**config.mk**
```make
export PLATFORM = sky130hd
export DESIGN_NAME = rsc_top
export DESIGN_NICKNAME = d
export VERILOG_FILES = /design/src/rsc_pkg.sv /design/src/rsc_top.sv /design/src/rsc_filter.sv /design/src/rsc_delay.sv
export SDC_FILE = /design/constraint.sdc
export NUM_CORES = 1
export LEC_CHECK = 0
export ABC_AREA = 1
export BUFFER_PORTS_ARGS = -buffer_cell sky130_fd_sc_hd__buf_2
export CAP_MARGIN = 20
export CORE_UTILIZATION = 55
export DETAILED_ROUTE_END_ITERATION = 6
export GPL_ROUTABILITY_DRIVEN = 0
export PLACE_DENSITY = 0.79
export REMOVE_ABC_BUFFERS = 1
export SETUP_SLACK_MARGIN = 0.02
export SKIP_LAST_GASP = 1
export SYNTH_ARGS = -nofsm -noshare
export SYNTH_HDL_FRONTEND = slang
export SYNTH_SLANG_ARGS = --single-unit
```
**constraint.sdc**
```tcl
create_clock -name core_clk -period 2.3 [get_ports core_clk]
set_input_delay 0.46 -clock core_clk [delete_from_list [all_inputs] [get_ports core_clk]]
set_output_delay 0.46 -clock core_clk [all_outputs]
set_load 0.02 [all_outputs]
```
**src/rsc_pkg.sv**
```systemverilog
// package for the reset source controller: register map, field layout and timing.
// assumes a 125 mhz core_clk; used by rsc_top and rsc_delay, not by rsc_filter.
package rsc_pkg;
   // register map
   localparam logic [7:0] cause_flags_addr = 8'h34;
   localparam logic [7:0] control_addr = 8'h35;
   localparam logic [7:0] status_addr = 8'h36;
   // reset cause flag positions
   localparam int powerup_bit = 0;
   localparam int pin_bit = 1;
   localparam int undervolt_bit = 2;
   localparam int watchdog_bit = 3;
   localparam logic [3:0] cause_mask = 4'hf;
   // control register fields
   localparam int comp_bg_bit = 0;
   localparam int adc_en_bit = 1;
   localparam logic [7:0] control_reset = 8'h00;
   // fuse codes
   localparam logic [2:0] undervolt_off_code = 3'h7;
   // timing
   localparam int clk_period_ps = 8000;
   localparam int pin_min_pulse_ps = 900000;
   localparam int undervolt_min_pulse_ps = 2000000;
   localparam int pin_min_cycles = (pin_min_pulse_ps + clk_period_ps - 1) / clk_period_ps;
   localparam int undervolt_min_cycles =
      (undervolt_min_pulse_ps + clk_period_ps - 1) / clk_period_ps;
   localparam int bandgap_startup_us = 70;
   // start-up delay states
   typedef enum logic [1:0] {
      st_hold = 2'b00,
      st_count = 2'b01,
      st_run = 2'b10
   } rsc_state_type;
endpackage : rsc_pkg

```
**src/rsc_top.sv**
```systemverilog
// reset source controller: four reset sources, start-up stretch, cause flags,
// bandgap enable. detector inputs and strobes are synchronous to core_clk.
// Contract
// - reset I/O registers; fetch reset vector after
// - port reset immediate on any active source
// - delay counter stretches reset, fuse-selected length
// - exactly four sources; brown-out only when enabled
// - pin low past minimum width resets
// - pin release starts delay counter
// - power-on holds, delays on rise, immediate drop
// - three-bit level fuse, 111 disables detector
// - brown-out asserts immediately, delays on recovery
// - brown-out dips below minimum width ignored
// - watchdog pulse one cycle, delay after
// - cause bits 7..4 read zero
// - bit 3 watchdog, cleared power-on or write
// - bit 2 brown-out, cleared power-on or write
// - bit 1 pin, cleared power-on or write
// - bit 0 power-on, cleared only by write
// - bandgap on for detector, comparator, adc
//
// Chosen here: the plain strobed port.
`timescale 1ns/10ps
module rsc_top #(
   parameter int cnt_width = 20,
   parameter int pin_min = rsc_pkg::pin_min_cycles,
   parameter int undervolt_min = rsc_pkg::undervolt_min_cycles
) (
   // clock and reset
   input wire logic core_clk,
   input wire logic rst,
   // reset sources
   input wire logic supply_low,
   input wire logic reset_pin_n,
   input wire logic pin_reset_enable,
   input wire logic watchdog_timeout,
   input wire logic undervolt_trip,
   // fuses
   input wire logic [2:0] undervolt_level_fuses,
   input wire logic [1:0] startup_time_fuses,
   input wire logic [3:0] clock_select_fuses,
   input wire logic [cnt_width-1:0] delay_cycles,
   // register port
   input wire logic [7:0] reg_addr,
   input wire logic [7:0] reg_wdata,
   input wire logic reg_write,
   input wire logic reg_read,
   output logic [7:0] reg_rdata,
   // reset outputs
   output logic port_reset,
   output logic internal_reset,
   output logic fetch_vector,
   // bandgap
   output logic bandgap_enable
);
   logic pin_active;
   logic undervolt_active;
   logic undervolt_enabled;
   logic any_source;
   logic reset_hold;
   logic [3:0] cause;
   logic [7:0] control;
   logic internal_reset_q;
   logic [7:0] next_rdata;
   rsc_pkg::rsc_state_type delay_state;

   // detector enabled unless fuse code disables it
   assign undervolt_enabled = (undervolt_level_fuses != rsc_pkg::undervolt_off_code);

   rsc_filter #(
      .min_cycles(pin_min)
   ) u_pin_filter (
      .core_clk(core_clk),
      .rst(rst),
      .raw_active(pin_reset_enable && !reset_pin_n),
      .filt_active(pin_active)
   );

   rsc_filter #(
      .min_cycles(undervolt_min)
   ) u_undervolt_filter (
      .core_clk(core_clk),
      .rst(rst),
      .raw_active(undervolt_enabled && undervolt_trip),
      .filt_active(undervolt_active)
   );

   // combined source level
   assign any_source = supply_low || pin_active || watchdog_timeout
      || (undervolt_active && undervolt_enabled);

   // fuse inputs select delay_cycles externally; delay state visible on status read
   rsc_delay #(
      .cnt_width(cnt_width)
   ) u_delay (
      .core_clk(core_clk),
      .rst(rst),
      .any_source(any_source),
      .delay_cycles(delay_cycles),
      .reset_hold(reset_hold),
      .state(delay_state)
   );

   // port reset follows sources one clock later, without stretch
   always_ff @(posedge core_clk) begin
      if (rst) begin
         port_reset <= 1'b1;
      end else begin
         port_reset <= any_source;
      end
   end

   // internal reset and vector fetch
   always_ff @(posedge core_clk) begin
      if (rst) begin
         internal_reset <= 1'b1;
         internal_reset_q <= 1'b1;
         fetch_vector <= 1'b0;
      end else begin
         internal_reset <= reset_hold || any_source;
         internal_reset_q <= internal_reset;
         fetch_vector <= internal_reset_q && !internal_reset;
      end
   end

   // cause flags: set wins over software clear
   always_ff @(posedge core_clk) begin
      if (rst) begin
         cause <= 4'h1;
      end else begin
         if (reg_write && reg_addr == rsc_pkg::cause_flags_addr) begin
            cause <= cause & reg_wdata[3:0];
         end
         if (supply_low) begin
            cause <= 4'h1;
         end else begin
            if (watchdog_timeout) begin
               cause[rsc_pkg::watchdog_bit] <= 1'b1;
            end
            if (undervolt_active && undervolt_enabled) begin
               cause[rsc_pkg::undervolt_bit] <= 1'b1;
            end
            if (pin_active) begin
               cause[rsc_pkg::pin_bit] <= 1'b1;
            end
         end
      end
   end

   // control register: comparator bandgap select and adc enable
   always_ff @(posedge core_clk) begin
      if (rst || internal_reset) begin
         control <= rsc_pkg::control_reset;
      end else if (reg_write && reg_addr == rsc_pkg::control_addr) begin
         control <= reg_wdata;
      end
   end

   // bandgap enable
   always_ff @(posedge core_clk) begin
      if (rst) begin
         bandgap_enable <= 1'b0;
      end else begin
         bandgap_enable <= undervolt_enabled || control[rsc_pkg::comp_bg_bit]
            || control[rsc_pkg::adc_en_bit];
      end
   end

   // read mux
   always_comb begin
      next_rdata = 8'h00;
      case (reg_addr)
         rsc_pkg::cause_flags_addr: next_rdata = {4'h0, cause};
         rsc_pkg::control_addr: next_rdata = {6'h00, control[1:0]};
         rsc_pkg::status_addr: next_rdata = {2'h0, delay_state, internal_reset,
            undervolt_enabled, undervolt_active, pin_active};
         default: next_rdata = 8'h00;
      endcase
   end

   always_ff @(posedge core_clk) begin
      if (rst) begin
         reg_rdata <= 8'h00;
      end else if (reg_read) begin
         reg_rdata <= next_rdata;
      end else begin
         reg_rdata <= 8'h00;
      end
   end
endmodule : rsc_top

```
**src/rsc_filter.sv**
```systemverilog
// filter: output goes active only after input stayed active for min_cycles + 1 clocks.
// input is synchronous to core_clk.
`timescale 1ns/10ps
module rsc_filter #(
   parameter int min_cycles = 113
) (
   // clock and reset
   input wire logic core_clk,
   input wire logic rst,
   // level in and filtered level out
   input wire logic raw_active,
   output logic filt_active
);
   localparam int cw = $clog2(min_cycles + 1);
   logic [cw-1:0] count;

   always_ff @(posedge core_clk) begin
      if (rst || !raw_active) begin
         count <= '0;
         filt_active <= 1'b0;
      end else if (count >= cw'(min_cycles)) begin
         filt_active <= 1'b1;
      end else begin
         count <= count + cw'(1);
      end
   end
endmodule : rsc_filter

```
**src/rsc_delay.sv**
```systemverilog
// start-up delay counter: stretches internal reset after all sources go quiet.
// length is selected from the fuse table passed in as a count.
`timescale 1ns/10ps
module rsc_delay #(
   parameter int cnt_width = 20
) (
   // clock and reset
   input wire logic core_clk,
   input wire logic rst,
   // any source active, and stretch length
   input wire logic any_source,
   input wire logic [cnt_width-1:0] delay_cycles,
   // stretched reset
   output logic reset_hold,
   output rsc_pkg::rsc_state_type state
);
   logic [cnt_width-1:0] count;

   always_ff @(posedge core_clk) begin
      if (rst || any_source) begin
         state <= rsc_pkg::st_hold;
         count <= '0;
         reset_hold <= 1'b1;
      end else begin
         case (state)
            rsc_pkg::st_hold: begin
               state <= rsc_pkg::st_count;
               count <= '0;
            end
            rsc_pkg::st_count: begin
               if (count >= delay_cycles) begin
                  state <= rsc_pkg::st_run;
                  reset_hold <= 1'b0;
               end else begin
                  count <= count + cnt_width'(1);
               end
            end
            rsc_pkg::st_run: reset_hold <= 1'b0;
            default: state <= rsc_pkg::st_hold;
         endcase
      end
   end
endmodule : rsc_delay

```
==> flow_summary.json <==
{
  "status": "finished clean",
  "fmax_mhz": 487,
  "initial_core_util_pct": 57.8,
  "grt_max_degree": 20,
  "p_leak_nw": 1.87,
  "synth_ff_type": "dfxtp_1",
  "ctsRootBufferMaster": "clkbuf_8",
  "drt_iter0_drc": 213,
  "fin_setup_tns_ps": 0,
  "rows": 28,
  "report.final.hold_viol_count": 0,
  "clockBufferDepth": 2,
  "final_core_util_pct": 67.3,
  "r2r_slack_ps": 250,
  "crit_type": "reg -> reg",
  "synth_area_leader_cell": "dfxtp_1",
  "finalCriticalPeriod_ps": 2050,
  "synth_mux_area_share_pct": 0,
  "crit_fanout": 13,
  "drt-total-wl_um": 7750,
  "synth_fa_ha_area_share_pct": 8.97,
  "finalSetupViolCount": 0,
  "num_vias": 3293,
  "syn_inst": 500,
  "ys_seq_elements": 57,
  "cts_made_buffers": 9,
  "cts_tree": "done",
  "required_ps": 2560,
  "chipHeight_um": 81.6,
  "grt.total_usage_pct": 25.0,
  "synth_top_family_by_area": "simple AND/OR/NAND/NOR gates",
  "min_from": "supply_low",
  "min_to": "cause[0]",
  "area_delta_synth_final_pct": 16.3,
  "place.port_buffers": 53,
  "grt_pass1_wl_um": 12700,
  "cts_hold_buf": 0,
  "h-tree-depth": 3,
  "num_antenna_cells": 0,
  "cts_resized": 0,
  "wl_per_cell_um": 12.0,
  "via_per_inst": 5.10,
  "drc": 0,
  "place_inst": 630,
  "rsz0062_at_grt": "false",
  "synth-simple-area-share_pct": 31.4,
  "synth_common_cells": "nand2_1 (111), inv_1 (90), dfxtp_1 (57)",
  "layout-drive-gt1-share_pct": 20.8,
  "hold_path.class": "in -> reg",
  "worstHoldPathCells": 3,
  "powerDensity_nw_per_um2": 514,
  "clock_latency_ps": 340,
  "synth_compound_area_share_pct": 11.6,
  "ys_seq_area_share_pct": 32.7,
  "ios": 66,
  "syn_area_um2": 3490,
  "grt_pass1_vias": 3005,
  "timing.critical_path.arrival_ps": 2320,
  "fin_cells": 646,
  "syn_avg_cell_area_um2": 6.97,
  "ir_drop_uv": 499,
  "yosys-top-cells-area": "dfxtp_1 (33%), nand2_1 (12%), inv_1 (9.7%)",
  "cts.clk_slew.worst_paths_ps": 70,
  "synthArstFlopShare_pct": 0,
  "place_hpwl_um": 5840,
  "layout.nets": 645,
  "post-synth-top-count-cell": "nand2_1",
  "drtPass1Iterations": 4,
  "reg2regPathDepth": 12,
  "synth.top_cell.area_share_pct": 32.7,
  "ys_types": 39,
  "core_area_um2": 6030,
  "period_share_pct": 89.3,
  "cts_setup_buffers": 0,
  "synth-xor-area-share_pct": 2.98,
  "dieArea_um2": 6660,
  "finClkSkew_ps": 8.06,
  "hold_slack_ps": 356,
  "antenna_found_initial": 0,
  "synth_warnings": 0,
  "maxSlewViolCount": 0,
  "r2r_start": "u_delay.count[15]",
  "dieWidth_um": 81.6,
  "timing.rr.end": "u_delay.count[16]",
  "cp-start-kind": "register",
  "maxCapViolCount": 0,
  "final_antenna_net_count": 0,
  "crit_path_end_kind": "register",
  "clock_sinks": 57,
  "grt-ovfl-total": 0,
  "synth_edf_count": 0
}
## placed cells by master, fill, tap and decap left out, types with 3 or more instances in the layout
cell	instances
o21ai_0	16
nor3_1	11
nand2_1	111
dfxtp_1	57
buf_4	7
ha_1	25
inv_2	4
nor2_1	47
buf_2	53
o21ai_1	3
clkbuf_8	10
nand4_1	4
nand3_2	11
inv_1	90
xor2_1	6
nor2_2	4
nand3_1	28
a21oi_1	33
xnor2_1	4
nand2_2	5
a21oi_2	10
## cells by family after synthesis
group | count (synthesis)
other | 1
DFF | 57
AOI/OAI and AO/OA | 70
and+or+nand+nor | 233
buffers and inverters | 103
xor gates and xnor gates | 11
adders and majority gates | 25
## worst max path at each step
| stage | to | depth (start not counted) | startpoint |
|---|---|---|---|
| 4_1_cts | u_delay.count[16] | 12 | u_delay.count[15] |
| 3_3_place_gp | u_delay.count[0] | 13 | delay_cycles[19] |
| 3_5_place_dp | u_delay.count[16] | 14 | delay_cycles[15] |
| 5_1_grt | u_delay.count[16] | 12 | u_delay.count[15] |
| 6_report | u_delay.count[16] | 12 | u_delay.count[15] |
| 2_1_floorplan | u_delay.count[10] | 13 | delay_cycles[9] |
## per-layer routing
| metal | track usage (%) | share of wire, % |
|---|---|---|
| met5 | 0 | 0 |
| met3 | 6.78 | 4.6 |
| met2 | 43.1 | 49 |
| met4 | 9.65 | 1.8 |
| met1 | 29.4 | 45 |
## power by group
group / switching [W] / leakage [nW] / internal, W / total (W)
registers: 0.00000451 / 0.460 / 0.000993 / 0.000998
logic: 0.0000867 / 1.32 / 0.0000580 / 0.000145
clock network: 0.000415 / 0.0953 / 0.000526 / 0.000941
total: 0.000506 / 1.87 / 0.00158 / 0.00208
## critical path: stages (launching register included)
cell and delay, ps:
dfxtp_1 440, ha_1 290, nand2_1 100, nor2_1 70, nand2_2 100, inv_1 50, nand2_1 60, nand3_1 80
nor2_2 150, nand3_2 130, inv_2 230, nand2_1 80, a21oi_1 190
## layout make-up
cell class                      instances  area, µm²
Timing Repair Buffer                   61        338
Tap cell                               75       93.8
Sequential cell                        57       1140
Fill cell                             537       1970
Clock inverter                          5       55.1
Multi-Input combinational cell        341       1920
Clock buffer                           11        141
Inverter                               96        360
## sequential cells by signal (all words and copies together), names as in the netlist
name                            flops
u_delay.count                      20
bandgap_enable                      1
u_delay.reset_hold                  1
u_pin_filter.count                  7
fetch_vector                        1
reg_rdata                           6
u_undervolt_filter.filt_active      1
internal_reset                      1
port_reset                          1
u_delay.state                       2
cause                               4
internal_reset_q                    1
u_undervolt_filter.count            8
u_pin_filter.filt_active            1
control                             2
## per-stage QoR
step                      power, W  worst slack (ps)  instance area (µm²)
after floorplan            0.00110               180                 3430
after global placement     0.00116               176                 3860
after detailed placement   0.00116               116                 3860
after CTS                  0.00209               244                 4050
after global routing       0.00215              33.9                 4050
final                      0.00208               246                 4050
Note: power is estimated with default switching activity, not from simulation.
